### src/hw/cbt_defs.vh
// Constants for the CAN bit-timing and interrupt-mask block.
// Assumes inclusion by bare name from the design file; definitions only.
`ifndef CBT_DEFS_VH
`define CBT_DEFS_VH

// Register indices; the APB byte address is four times the index.
`define CBT_IDX_BIT_TIMING_FIRST  8'h00
`define CBT_IDX_BIT_TIMING_SECOND 8'h01
`define CBT_IDX_QUANTUM_PRESCALER 8'h03
`define CBT_IDX_IRQ_ENABLE_MASK   8'h0a
`define CBT_IDX_MODE_CTRL         8'h12
`define CBT_IDX_IRQ_FLAGS         8'h11

// Reset values.
`define CBT_RST_BIT_TIMING_FIRST  8'h00
`define CBT_RST_BIT_TIMING_SECOND 8'h00
`define CBT_RST_QUANTUM_PRESCALER 8'h00
`define CBT_RST_IRQ_ENABLE_MASK   8'h00
`define CBT_RST_MODE_CTRL         8'h01
`define CBT_RST_IRQ_FLAGS         8'h00

// First timing register fields.
`define CBT_SEG_ONE_LSB           0
`define CBT_SEG_ONE_MSB           3
`define CBT_SEG_TWO_LSB           4
`define CBT_SEG_TWO_MSB           6
`define CBT_THREE_POINT_BIT       7

// Second timing register fields and writable bits.
`define CBT_RESYNC_LSB            0
`define CBT_RESYNC_MSB            1
`define CBT_SYNC_EDGE_BIT         2
`define CBT_CMP_BYPASS_BIT        6
`define CBT_RX_INVERT_BIT         7
`define CBT_SECOND_WMASK          8'hc7

// Prescaler field and writable bits.
`define CBT_QDIV_MSB              5
`define CBT_QDIV_WMASK            8'h3f

// Mode register field.
`define CBT_INIT_MODE_BIT         0

// Bit-timing segment codes.
`define CBT_SEG_SYNC              2'h0
`define CBT_SEG_ONE               2'h1
`define CBT_SEG_TWO               2'h2

`endif

### src/hw/cbt_top.v
// CAN bit-timing, receive-input conditioning and interrupt-mask block.
// Assumes an APB master on clk, CAN event pulses from the protocol core
// and a receive input pair that is already synchronous to clk.
//
// Notes on behaviour
// Mask bits gate only the interrupt pin, never the stored flags.
// Mask bit 0 lets receive events drive the interrupt pin.
// Mask bit 1 lets completed transmit jobs drive the interrupt pin.
// Mask bit 2 lets the error warning level drive the interrupt pin.
// Mask bit 3 lets remote frame reception drive the interrupt pin.
// Mask bits 4 to 7 gate wake-up, bus-off, passive, tx-check; reset zero.
// Segment one lasts its four-bit field plus one quanta.
// Segment two lasts its three-bit field plus one quanta.
// Bit 7 of the first timing register selects three samples per bit.
// Resynchronisation jump is limited to its field plus one quanta.
// Edge select zero uses falling edges only; one uses both edges.
// Comparator bypass reads line a digitally and disables the comparator.
// Receive invert bit flips the incoming bus level.
// Software writes zero to every undefined timing and prescaler bit.
// Timing registers accept writes only while init mode is set.
// Prescaler is write-only and writable only in init mode.
// A quantum lasts prescaler plus one times two clock periods.
// A bit is sync quantum plus both segments.
// Init mode enables configuration writes; zero runs normal operation.
// Flags are set by their events whatever the mask says.
// Interrupt pin stays high at least one bit time, drops when cleared.
//
// Register map.
// The bus index is the byte
// address divided by four.
// Only the low byte of each
// word carries data.
// Unmapped indices answer
// with an error and zero.
//
// Write gating.
// Both timing registers and
// the prescaler ignore writes
// while init mode is clear.
// No error is flagged then,
// so software must read back
// to see that a write landed.
//
// Undefined bits.
// Undefined timing bits are
// dropped on write, so stray
// ones from software do not
// change the bit timing.
//
// Prescaler.
// The prescaler reads as
// zero; keep a copy in
// software if it is needed.
//
// Interrupt flags.
// Events set flags whatever
// the mask holds. Writing a
// zero clears a flag, a one
// keeps it. An event in the
// same cycle as its clear
// wins, so nothing is lost.
//
// Interrupt pin.
// The pin rises two edges
// after an enabled event.
// It then holds for a whole
// bit time, so a slow host
// cannot miss a short one.
// It falls the cycle after
// all enabled flags clear.
//
// Bit engine.
// A quantum is two clocks
// times the divider plus one.
// A bit is one sync quantum
// and the two segments.
// The engine is held in its
// sync state in init mode,
// so new settings start on
// a clean bit boundary.
//
// Receive level.
// Without bypass, line a is
// compared with line b as
// plain logic levels. With
// bypass, line a alone is
// used. Inversion follows.
//
// Three-point read.
// The sample is a majority
// of three quantum ticks. It
// filters spikes but eats
// into the sample margin, so
// it suits slow rates only.
//
// Resynchronisation.
// Only one jump is taken in
// each bit, and it is capped
// by the jump limit field.
// A late edge stretches
// segment one; an early one
// shortens segment two.
//
// Outputs.
// Every output comes from a
// flip-flop, so downstream
// logic sees no glitches.
//
// Our own choice: the APB register port.
`timescale 1ns/100ps
`include "cbt_defs.vh"

module cbt_top (
    input  wire        clk,           // 250 MHz clock, also the oscillator.
    input  wire        rst_n,         // Synchronous reset, active low.
    input  wire        psel,          // APB select.
    input  wire        penable,       // APB access phase.
    input  wire        pwrite,        // APB direction, high for write.
    input  wire [31:0] paddr,         // APB byte address.
    input  wire [31:0] pwdata,        // APB write data.
    output reg  [31:0] prdata,        // APB read data.
    output reg         pready,        // APB ready.
    output reg         pslverr,       // APB error for unmapped addresses.
    input  wire [7:0]  event_pulse,   // Event pulses in flag bit order.
    input  wire        rx_line_a,     // First receive line.
    input  wire        rx_line_b,     // Second receive line.
    output reg         irq,           // Interrupt pin, active high.
    output reg         rx_bit,        // Sampled bus bit, 1 is recessive.
    output reg         sample_strobe, // One-cycle pulse at the sample point.
    output reg         bit_start,     // One-cycle pulse at each bit start.
    output reg         init_active    // Copy of the init mode bit.
);

    reg  [7:0]  timing_first_ff;
    reg  [7:0]  timing_second_ff;
    reg  [7:0]  prescaler_ff;
    reg  [7:0]  mask_ff;
    reg  [7:0]  mode_ff;
    reg  [7:0]  flags_ff;
    reg  [6:0]  tq_cnt_ff;
    reg  [1:0]  seg_ff;
    reg  [4:0]  q_cnt_ff;
    reg  [4:0]  seg1_len_ff;
    reg  [1:0]  hist_ff;
    reg         prev_lvl_ff;
    reg         edge_pend_ff;
    reg         edge_used_ff;
    reg  [11:0] hold_cnt_ff;

    wire [7:0]  idx         = paddr[9:2];
    wire        setup       = psel & ~penable;
    wire        wr_done     = psel & penable & pready & pwrite;
    wire        init_mode   = mode_ff[`CBT_INIT_MODE_BIT];
    wire [3:0]  seg_one_len = timing_first_ff[`CBT_SEG_ONE_MSB:`CBT_SEG_ONE_LSB];
    wire [2:0]  seg_two_len = timing_first_ff[`CBT_SEG_TWO_MSB:`CBT_SEG_TWO_LSB];
    wire        three_point = timing_first_ff[`CBT_THREE_POINT_BIT];
    wire [1:0]  resync_lim  = timing_second_ff[`CBT_RESYNC_MSB:`CBT_RESYNC_LSB];
    wire        sync_edge_select  = timing_second_ff[`CBT_SYNC_EDGE_BIT];
    wire        comparator_bypass = timing_second_ff[`CBT_CMP_BYPASS_BIT];
    wire        rx_invert         = timing_second_ff[`CBT_RX_INVERT_BIT];
    wire [5:0]  quantum_divider   = prescaler_ff[`CBT_QDIV_MSB:0];

    // Address decode for the mapped register indices.
    wire        addr_ok = (paddr[31:10] == 22'h000000) &&
                          ((idx == `CBT_IDX_BIT_TIMING_FIRST)  ||
                           (idx == `CBT_IDX_BIT_TIMING_SECOND) ||
                           (idx == `CBT_IDX_QUANTUM_PRESCALER) ||
                           (idx == `CBT_IDX_IRQ_ENABLE_MASK)   ||
                           (idx == `CBT_IDX_MODE_CTRL)         ||
                           (idx == `CBT_IDX_IRQ_FLAGS));

    // Read multiplexer; the prescaler reads as zero.
    reg  [7:0]  rd_byte;
    always @* begin
        rd_byte = 8'h00;
        case (idx)
            `CBT_IDX_BIT_TIMING_FIRST:  rd_byte = timing_first_ff;
            `CBT_IDX_BIT_TIMING_SECOND: rd_byte = timing_second_ff;
            `CBT_IDX_QUANTUM_PRESCALER: rd_byte = 8'h00;
            `CBT_IDX_IRQ_ENABLE_MASK:   rd_byte = mask_ff;
            `CBT_IDX_MODE_CTRL:         rd_byte = mode_ff;
            `CBT_IDX_IRQ_FLAGS:         rd_byte = flags_ff;
            default:                    rd_byte = 8'h00;
        endcase
    end

    // APB answer: data and ready are prepared in the setup cycle, so the
    // access phase always completes in its first cycle without wait.
    always @(posedge clk) begin
        if (!rst_n) begin
            prdata  <= 32'h00000000;
            pready  <= 1'b0;
            pslverr <= 1'b0;
        end else begin
            pready  <= setup;
            pslverr <= setup & ~addr_ok;
            if (setup) begin
                prdata <= (pwrite | ~addr_ok) ? 32'h00000000 : {24'h000000, rd_byte};
            end
        end
    end

    // Configuration writes; timing and prescaler only in init mode.
    wire        wr_ok = wr_done & addr_ok;
    always @(posedge clk) begin
        if (!rst_n) begin
            timing_first_ff  <= `CBT_RST_BIT_TIMING_FIRST;
            timing_second_ff <= `CBT_RST_BIT_TIMING_SECOND;
            prescaler_ff     <= `CBT_RST_QUANTUM_PRESCALER;
            mask_ff          <= `CBT_RST_IRQ_ENABLE_MASK;
            mode_ff          <= `CBT_RST_MODE_CTRL;
        end else if (wr_ok) begin
            if (idx == `CBT_IDX_BIT_TIMING_FIRST && init_mode) begin
                timing_first_ff <= pwdata[7:0];
            end
            if (idx == `CBT_IDX_BIT_TIMING_SECOND && init_mode) begin
                // Undefined bits are dropped even if software ignores R14.
                timing_second_ff <= pwdata[7:0] & `CBT_SECOND_WMASK;
            end
            if (idx == `CBT_IDX_QUANTUM_PRESCALER && init_mode) begin
                prescaler_ff <= pwdata[7:0] & `CBT_QDIV_WMASK;
            end
            if (idx == `CBT_IDX_IRQ_ENABLE_MASK) begin
                mask_ff <= pwdata[7:0];
            end
            if (idx == `CBT_IDX_MODE_CTRL) begin
                mode_ff <= {7'h00, pwdata[`CBT_INIT_MODE_BIT]};
            end
        end
    end

    // Flags: events set regardless of mask; writing 0 clears, 1 keeps.
    // A set in the same cycle as a clear wins so no event is lost.
    wire [7:0]  clr_mask = (wr_ok && idx == `CBT_IDX_IRQ_FLAGS) ? ~pwdata[7:0] : 8'h00;
    always @(posedge clk) begin
        if (!rst_n) begin
            flags_ff <= `CBT_RST_IRQ_FLAGS;
        end else begin
            flags_ff <= (flags_ff & ~clr_mask) | event_pulse;
        end
    end

    // Bit time in clocks: 2*(divider+1)*(seg1+seg2+3), at most 3200.
    wire [11:0] bit_clocks = ({5'h00, quantum_divider + 7'h01} << 1) *
                             ({7'h00, seg_one_len} + {9'h000, seg_two_len} + 12'h003);

    // Interrupt pin: enabled flags raise it, it stays high for at least a
    // bit time and falls once all enabled flags are clear.
    wire        irq_req = |(flags_ff & mask_ff);
    always @(posedge clk) begin
        if (!rst_n) begin
            irq         <= 1'b0;
            hold_cnt_ff <= 12'h000;
        end else if (!irq) begin
            irq         <= irq_req;
            hold_cnt_ff <= bit_clocks - 12'h001;
        end else if (hold_cnt_ff != 12'h000) begin
            hold_cnt_ff <= hold_cnt_ff - 12'h001;
        end else begin
            irq <= irq_req;
        end
    end

    // Receive level: comparator of line a against line b, or line a alone
    // when bypassed, then optional inversion.
    wire        cmp_lvl = comparator_bypass ? rx_line_a : (rx_line_a & ~rx_line_b);
    wire        rx_lvl  = cmp_lvl ^ rx_invert;

    // Quantum tick every 2*(divider+1) clocks.
    wire        tq_tick = (tq_cnt_ff == {quantum_divider, 1'b1});
    wire        fall    = prev_lvl_ff & ~rx_lvl;
    wire        any_edg = prev_lvl_ff ^ rx_lvl;
    wire        sync_edge = sync_edge_select ? any_edg : fall;

    // Edge tracking between quantum ticks; one resync per bit.
    always @(posedge clk) begin
        if (!rst_n) begin
            prev_lvl_ff  <= 1'b1;
            edge_pend_ff <= 1'b0;
        end else begin
            prev_lvl_ff  <= rx_lvl;
            if (tq_tick || init_mode) begin
                edge_pend_ff <= 1'b0;
            end else if (sync_edge && !edge_used_ff) begin
                edge_pend_ff <= 1'b1;
            end
        end
    end

    // Three-point read: two previous quanta plus the sample quantum.
    wire        majority = (hist_ff[0] & hist_ff[1]) | (hist_ff[0] & rx_lvl) |
                           (hist_ff[1] & rx_lvl);
    wire        sample_val = three_point ? majority : rx_lvl;
    wire [4:0]  jump     = {3'h0, resync_lim} + 5'h01;
    wire [4:0]  seg1_end = seg1_len_ff - 5'h01;
    wire [4:0]  seg2_len = {2'h0, seg_two_len} + 5'h01;
    wire [4:0]  seg2_left = seg2_len - q_cnt_ff;

    // Bit timing engine: sync quantum, segment one, segment two.
    // Held at the start of a bit while init mode is set.
    always @(posedge clk) begin
        if (!rst_n || init_mode) begin
            tq_cnt_ff     <= 7'h00;
            seg_ff        <= `CBT_SEG_SYNC;
            q_cnt_ff      <= 5'h00;
            seg1_len_ff   <= 5'h01;
            hist_ff       <= 2'h3;
            edge_used_ff  <= 1'b0;
            rx_bit        <= 1'b1;
            sample_strobe <= 1'b0;
            bit_start     <= 1'b0;
        end else begin
            sample_strobe <= 1'b0;
            bit_start     <= 1'b0;
            tq_cnt_ff     <= tq_tick ? 7'h00 : tq_cnt_ff + 7'h01;
            if (tq_tick) begin
                hist_ff <= {hist_ff[0], rx_lvl};
                case (seg_ff)
                    `CBT_SEG_SYNC: begin
                        seg_ff      <= `CBT_SEG_ONE;
                        q_cnt_ff    <= 5'h00;
                        seg1_len_ff <= {1'b0, seg_one_len} + 5'h01;
                    end
                    `CBT_SEG_ONE: begin
                        if (edge_pend_ff) begin
                            // Late edge: stretch segment one by the error,
                            // clipped to the jump limit.
                            seg1_len_ff  <= seg1_len_ff +
                                            ((q_cnt_ff + 5'h01 < jump) ? q_cnt_ff + 5'h01
                                                                       : jump);
                            edge_used_ff <= 1'b1;
                            q_cnt_ff     <= q_cnt_ff + 5'h01;
                        end else if (q_cnt_ff >= seg1_end) begin
                            seg_ff        <= `CBT_SEG_TWO;
                            q_cnt_ff      <= 5'h00;
                            rx_bit        <= sample_val;
                            sample_strobe <= 1'b1;
                        end else begin
                            q_cnt_ff <= q_cnt_ff + 5'h01;
                        end
                    end
                    `CBT_SEG_TWO: begin
                        if (edge_pend_ff && seg2_left <= jump) begin
                            // Early edge close to the end: it becomes the
                            // sync of the next bit.
                            seg_ff       <= `CBT_SEG_ONE;
                            q_cnt_ff     <= 5'h00;
                            seg1_len_ff  <= {1'b0, seg_one_len} + 5'h01;
                            edge_used_ff <= 1'b0;
                            bit_start    <= 1'b1;
                        end else if (edge_pend_ff) begin
                            // Far early edge: shorten by the jump limit only.
                            q_cnt_ff     <= q_cnt_ff + jump;
                            edge_used_ff <= 1'b1;
                        end else if (q_cnt_ff + 5'h01 >= seg2_len) begin
                            seg_ff       <= `CBT_SEG_SYNC;
                            edge_used_ff <= 1'b0;
                            bit_start    <= 1'b1;
                        end else begin
                            q_cnt_ff <= q_cnt_ff + 5'h01;
                        end
                    end
                    default: begin
                        seg_ff <= `CBT_SEG_SYNC;
                    end
                endcase
            end
        end
    end

    // Init mode is mirrored for the protocol core.
    always @(posedge clk) begin
        if (!rst_n) begin
            init_active <= 1'b1;
        end else begin
            init_active <= init_mode;
        end
    end

endmodule

### config.mk
export PLATFORM = sky130hd
export DESIGN_NAME = cbt_top
export DESIGN_NICKNAME = d
export VERILOG_FILES = /design/src/hw/cbt_top.v
export VERILOG_INCLUDE_DIRS = /design/src /design/src/hw
export SDC_FILE = /design/constraint.sdc
export NUM_CORES = 1
export LEC_CHECK = 0
export ABC_CLOCK_PERIOD_IN_PS = 7140
export BUFFER_PORTS_ARGS = -buffer_cell sky130_fd_sc_hd__buf_2
export CORE_ASPECT_RATIO = 0.75
export CORE_MARGIN = 2
export CORE_UTILIZATION = 25
export DETAILED_ROUTE_END_ITERATION = 12
export PLACE_DENSITY = 0.47
export SLEW_MARGIN = 10
export SYNTH_ARGS = -nofsm -noshare
export SYNTH_HDL_FRONTEND = slang
export SYNTH_SLANG_ARGS = --single-unit
### constraint.sdc
create_clock -name clk -period 7.14 [get_ports clk]
set_clock_uncertainty 0.15 [all_clocks]
set_input_delay 1.428 -clock clk [delete_from_list [all_inputs] [get_ports clk]]
set_output_delay 1.428 -clock clk [all_outputs]
set_load 0.05 [all_outputs]
==> metrics.yaml, run 1 <==
async_flop_share: 0
core_um2: 26800
final_nets: 1047
p_comb_frac: 0.080
synthDistinctLibCells: 62
die_y_um: 146
synth_area_um2: 6760
post_drt_wl_per_cell_um: 14.4
final-hold-violation-count: 0
grt_max_degree: 49
vias: 5743
p_int_uw: 759
use_met2: 0.173
htree_levels: 3
start_util: 0.252
hp-class: "register to register"
io_pins: 118
synth-edff-count: 0
drt_iter0_drc: 390
clk_pin_slew_ns: 0.07
cts_resized: 0
use_met3: 0.0289
synth-seq-cells: 87
final_layout_size_suffix_gt1_frac: 0.118
grtUsageTotal: 0.128
rows: 52
gp_congestion: 0.747
die_area_um2: 28400
drc: 0
cp-start-kind: "register"
status: "finished clean"
grt_antenna_before_repair: 0
yosysSeqAreaShare: 0.258
cp_slowest_cell: "xnor2_1"
rsz0062_at_grt: "no"
hold_ws_ns: 0.303
drt-vias-per-instance: 4.64
synth_top_area_frac: 0.258
io_buffers: 67
clockBufferDepth: 2
slew_violations: 0
synth.area.top_cells: "dfxtp_1, ha_1, fa_1, nor2_1, inv_1"
post-synth-top-count-cell: "nor2_1"
netSwitchingPower_uw: 274
fmax_mhz: 175
setup_viol: 0
final_antenna_net_count: 0
worstMarginPinSlew_ns: 0.693
firstDrtPassIters: 5
die_x_um: 194
pwr-share-clk: 0.443
path_class: "register to register"
syn2layout_area_growth_pct: 13.1
ys_warn_count: 0
power.density_nw_per_um2: 135
cts_tree: "built"
synthFlopType: "dfxtp_1"
max_cap_viol_count: 0
ctsHoldBuffers: 0
max-slew-margin-rel: 0.537
finalCritPeriodShare: 0.799
path_max_fanout: 7
finalSetupTns_ns: 0
crit_required_ns: 7.26
multi_input_area_um2: 4510
clkLatencyLatePin_ns: 0.35
arrival_ns: 5.83
overflow: 0
nFillCells: 2930
numCtsBuffers: 9
top_usage_layer: "met1"
antennaDiodeCount: 0
path_cells: "inv_1, ha_1, inv_1, ha_1, fa_1, xnor2_1, nor2_1, ha_1, fa_1, inv_1, fa_1, inv_1, ha_1, nand2_1, or3b_2, a21oi_1, nor2_1, xnor2_1, xnor2_1, o31ai_1"
grt_first_pass_wirelength_um: 29300
p_seq_frac: 0.478
postCtsSetupBuffers: 0
syn_avg_cell_area_um2: 8.17
p_sw_frac: 0.265
synth_cells: 827
hpwl_um: 14000
first_global_vias: 5336
cts.sinks: 87
regArea_um2: 1740
leakagePower_uw: 0.00344
period_needed_ns: 5.71
grt_use_met1: 0.204
cpPeakStageDelay_ns: 0.57
cts-root-buf: "clkbuf_16"
wirelength_um: 17800
ys_top_cells_by_count: "nor2_1, dfxtp_1, inv_1, ha_1, nand2_1"
end_kind: "register"
max-vdd-ir-drop_uv: 115
finalNonFillerCells: 1238
synth_top_cell_by_area: "dfxtp_1"
placed_cells: 1223
## power groups by stage
stage          logic (uW)  registers (uW)  clock network (uW)
2_1_floorplan        63.9             505                   0
3_3_place_gp         82.2             504                   0
3_5_place_dp         82.7             504                   0
4_1_cts              82.9             493                 473
5_1_grt              89.9             493                 494
6_report             82.2             493                 457
## metal layers
layer  part of all wire  vias to the layer above
li1                   -                     2916
met1               0.55                     2664
met2               0.39                      152
met3              0.057                       11
met4             0.0077                        0
met5                  0                        -
## layout by cell type, fill, tap and decap left out, types with 10 or more instances in the layout
master	Yosys	final
fa_1	19	19
o21ai_0	31	31
and2_1	10	10
inv_1	80	80
ha_1	66	66
a211oi_1	11	11
nor3_1	12	12
xnor2_1	32	32
nand4_1	11	11
nand3_1	24	24
buf_2	1	67
nor2b_1	14	14
nand2_1	56	56
mux2i_1	26	26
xor2_1	28	28
a21oi_1	48	48
nor4_1	10	10
conb_1	1	25
dfxtp_1	87	87
nor2_1	95	95
## metrics by stage
stage                     power [uW]  setup slack [ns]  cell area [um2]   util
after floorplan                  569              2.09             6850      -
after global placement           586              1.50             7370  0.275
after detailed placement         587              1.47             7370  0.275
after CTS                       1050              1.46             7650  0.285
after global routing            1080              1.07             7650  0.285
final                           1030              1.43             7650  0.285
## area by class of cell
| type | count | area share |
|---|---|---|
| tap | 351 | 0.0574 |
| inverter | 80 | 0.0393 |
| clock inverter | 5 | 0.00540 |
| timing repair buffer | 72 | 0.0488 |
| sequential | 87 | 0.228 |
| clock buffer | 10 | 0.0312 |
| multi-input combinational | 633 | 0.590 |
## worst paths after layout
kind | cells after the start | startpoint | to | slack, ns
worst min register to register | 2 | prdata[3]$_SDFFE_PN0P_ | prdata[3]$_SDFFE_PN0P_ | 0.30
worst max-delay path | 20 | timing_first_ff[1]$_SDFFE_PN0P_ | hold_cnt_ff[11]$_SDFFE_PN0P_ | 1.43
worst max register to register | 20 | timing_first_ff[1]$_SDFFE_PN0P_ | hold_cnt_ff[11]$_SDFFE_PN0P_ | 1.43
worst min-delay path | 2 | prdata[3]$_SDFFE_PN0P_ | prdata[3]$_SDFFE_PN0P_ | 0.30
## state kept, by name, indices dropped and copies added, names as in the netlist, 2 cells and up
| name | cells |
|---|---|
| hold_cnt_ff | 12 |
| flags_ff | 8 |
| mask_ff | 8 |
| prdata | 8 |
| timing_first_ff | 8 |
| tq_cnt_ff | 7 |
| prescaler_ff | 6 |
| q_cnt_ff | 5 |
| seg1_len_ff | 5 |
| timing_second_ff | 5 |
| hist_ff | 2 |
| seg_ff | 2 |
## logic make-up after synthesis
logic type               count (synthesis)  share of synthesized area
buffers and inverters                  131                     0.0879
other                                    1                   0.000555
XOR/XNOR                                60                     0.0777
multiplexers                            30                     0.0452
flip-flops                              87                      0.258
AND/OR/NAND/NOR                        278                      0.202
AO/OA/AOI/OAI                          154                      0.149
adder cells (fa/ha/maj)                 86                      0.180
## worst max-delay path: cells and delay by family (launching register included)
kind / cells / cell delay [ns]
XOR/XNOR: 3 / 1.03
flip-flops: 1 / 0.46
buffers and inverters: 4 / 0.22
AND/OR/NAND/NOR: 4 / 0.76
AO/OA/AOI/OAI: 2 / 0.35
adder cells (fa/ha/maj): 7 / 2.66
No activity file was read; power rests on OpenSTA's default activity.
==> inputs of run 2 (changes only) <==
--- a/config.mk
+++ b/config.mk
@@ -6,7 +6,7 @@
 export SDC_FILE = /design/constraint.sdc
 export NUM_CORES = 1
 export LEC_CHECK = 0
-export ABC_CLOCK_PERIOD_IN_PS = 7140
+export ABC_CLOCK_PERIOD_IN_PS = 5700
 export BUFFER_PORTS_ARGS = -buffer_cell sky130_fd_sc_hd__buf_2
 export CORE_ASPECT_RATIO = 0.75
 export CORE_MARGIN = 2
==> constraint.sdc (replaced) <==
create_clock -name clk -period 5.7 [get_ports clk]
set_clock_uncertainty 0.15 [all_clocks]
set_input_delay 1.14 -clock clk [delete_from_list [all_inputs] [get_ports clk]]
set_output_delay 1.14 -clock clk [all_outputs]
set_load 0.05 [all_outputs]
==> run 2 against run 1 <==
Effect of this change:
- maximum frequency rose by 8.3%
- register-to-register slack got worse by 1.0 ns
- design area rose by 1.1%
- worst setup slack got worse by 1.0 ns
- total power rose by 28%
- core utilization increased by 0.31 points
- sequential power rose by 25%
- flip-flop and latch count stayed put
- first-iteration DRC count down 8.2%
- clock power is 32% higher
- critical path depth shrank 1
==> metrics.yaml, run 2 (same netlist as run 1, synthesis figures left out) <==
cts_resized: 0
start_util: 0.252
placed_cells: 1231
numCtsBuffers: 9
finalSetupTns_ns: 0
grt_use_met1: 0.203
postCtsSetupBuffers: 0
worstMarginPinSlew_ns: 0.669
cp-start-kind: "register"
place_ws_ns: 0.354
finalNonFillerCells: 1247
p_seq_frac: 0.467
hp-class: "register to register"
end_kind: "register"
final_common_cell: "nor2_1"
core_um2: 26800
cts.sinks: 87
finalCritPeriodShare: 0.924
p_comb_frac: 0.078
final-hold-violation-count: 0
crit_required_ns: 5.82
drt_iter0_drc: 358
post_drt_wl_per_cell_um: 14.4
rows: 52
syn2layout_area_growth_pct: 14.4
reg2reg_to: "hold_cnt_ff[11]$_SDFFE_PN0P_"
pwr-share-clk: 0.456
io_buffers: 67
p_sw_frac: 0.259
fmax_mhz: 190
grtUsageTotal: 0.128
rsz0062_at_grt: "no"
hold_end: "prdata[3]$_SDFFE_PN0P_"
top_usage_layer: "met1"
vias: 5727
timing.final.ws_setup_ns: 0.431
htree_levels: 3
firstDrtPassIters: 5
die_area_um2: 28400
reg2reg_depth: 19
wirelength_um: 18000
status: "finished clean"
overflow: 0
clk_pin_slew_ns: 0.07
ctsHoldBuffers: 0
final_antenna_net_count: 0
hpwl_um: 14100
final_layout_size_suffix_gt1_frac: 0.128
path_class: "register to register"
period_needed_ns: 5.27
layout_common_cells: "nor2_1, dfxtp_1, inv_1, buf_2, ha_1"
arrival_ns: 5.39
slew_violations: 0
antennaDiodeCount: 0
grt_max_degree: 49
cts_tree: "built"
final_nets: 1055
hold_ws_ns: 0.306
cts-root-buf: "clkbuf_16"
setup_viol: 0
leakagePower_uw: 0.00348
gp_congestion: 0.764
die_x_um: 194
drt-vias-per-instance: 4.59
r2r-start: "timing_first_ff[5]$_SDFFE_PN0P_"
max_cap_viol_count: 0
clockBufferDepth: 2
clkLatencyLatePin_ns: 0.35
drc: 0
grt_antenna_before_repair: 0
use_met2: 0.172
largest-register: "hold_cnt_ff"
hp-start: "prdata[3]$_SDFFE_PN0P_"
largest_register_ffs: 12
max-slew-margin-rel: 0.552
netSwitchingPower_uw: 344
p_int_uw: 980
path_max_fanout: 7
power.density_nw_per_um2: 171
die_y_um: 146
r2r_slack_ns: 0.43
use_met3: 0.0312
max-vdd-ir-drop_uv: 155
min_path_cells: 2
first_global_vias: 5273
grt_first_pass_wirelength_um: 29000
io_pins: 118
run 2: cell types whose count changed in the layout (fill, tap and decap cells not counted):
cell	delta
clkinv_2	+2
inv_6	-2
clkbuf_8	-1
xnor2_1	-1
bufinv_16	+1
buf_4	+8
xnor2_2	+1
clkinvlp_4	+1
run 2: layout make-up:
type | count | area [um2]
clock buffers | 9 | 225
clock inverters | 7 | 71.3
fillers | 2940 | 19100
inverters | 80 | 300
multi-input cells | 633 | 4520
flip-flops and latches | 87 | 1740
well taps | 351 | 439
repair buffers | 80 | 433
run 2: how the worst max path moves through the flow:
stage	from	to	slack (ns)
floorplan	timing_first_ff[1]$_SDFFE_PN0P_	hold_cnt_ff[11]$_SDFFE_PN0P_	0.65
detailed placement	timing_first_ff[5]$_SDFFE_PN0P_	hold_cnt_ff[11]$_SDFFE_PN0P_	0.35
global placement	timing_first_ff[5]$_SDFFE_PN0P_	hold_cnt_ff[11]$_SDFFE_PN0P_	0.39
CTS	timing_first_ff[5]$_SDFFE_PN0P_	hold_cnt_ff[11]$_SDFFE_PN0P_	0.33
finish	timing_first_ff[5]$_SDFFE_PN0P_	hold_cnt_ff[11]$_SDFFE_PN0P_	0.43
global route	timing_first_ff[5]$_SDFFE_PN0P_	hold_cnt_ff[10]$_SDFFE_PN0P_	0.05
run 2: per-stage QoR:
step            util  power [uW]  instance area [um2]
2_1_floorplan      -         712                 6850
3_3_place_gp   0.277         735                 7430
3_5_place_dp   0.277         735                 7430
4_1_cts        0.288        1350                 7720
5_1_grt        0.288        1380                 7730
6_report       0.288        1320                 7730
run 2: power groups by stage:
| stage | Clock (uW) | Combinational, uW | Sequential, uW |
|---|---|---|---|
| 2_1_floorplan | 0 | 80.0 | 632 |
| 3_3_place_gp | 0 | 103 | 632 |
| 3_5_place_dp | 0 | 103 | 632 |
| 4_1_cts | 625 | 104 | 618 |
| 5_1_grt | 647 | 112 | 618 |
| 6_report | 603 | 103 | 618 |
run 2: worst max-delay path: stages (launching register included):
cell and delay (ns):
dfxtp_1 0.35, inv_1 0.05, ha_1 0.26, inv_1 0.04
ha_1 0.21, fa_1 0.56, and2_1 0.21, fa_1 0.48
ha_1 0.29, inv_1 0.05, fa_1 0.53, inv_1 0.06
fa_1 0.49, a211oi_1 0.37, nor2_1 0.11, xor2_1 0.20
nor3_1 0.30, nand3b_1 0.13, xnor2_1 0.15, o31ai_1 0.18
run 2: routing by layer:
metal / share of wire / vias up
met4: 0.0076 / 0
li1: - / 2936
met3: 0.051 / 8
met1: 0.56 / 2655
met5: 0 / -
met2: 0.38 / 128
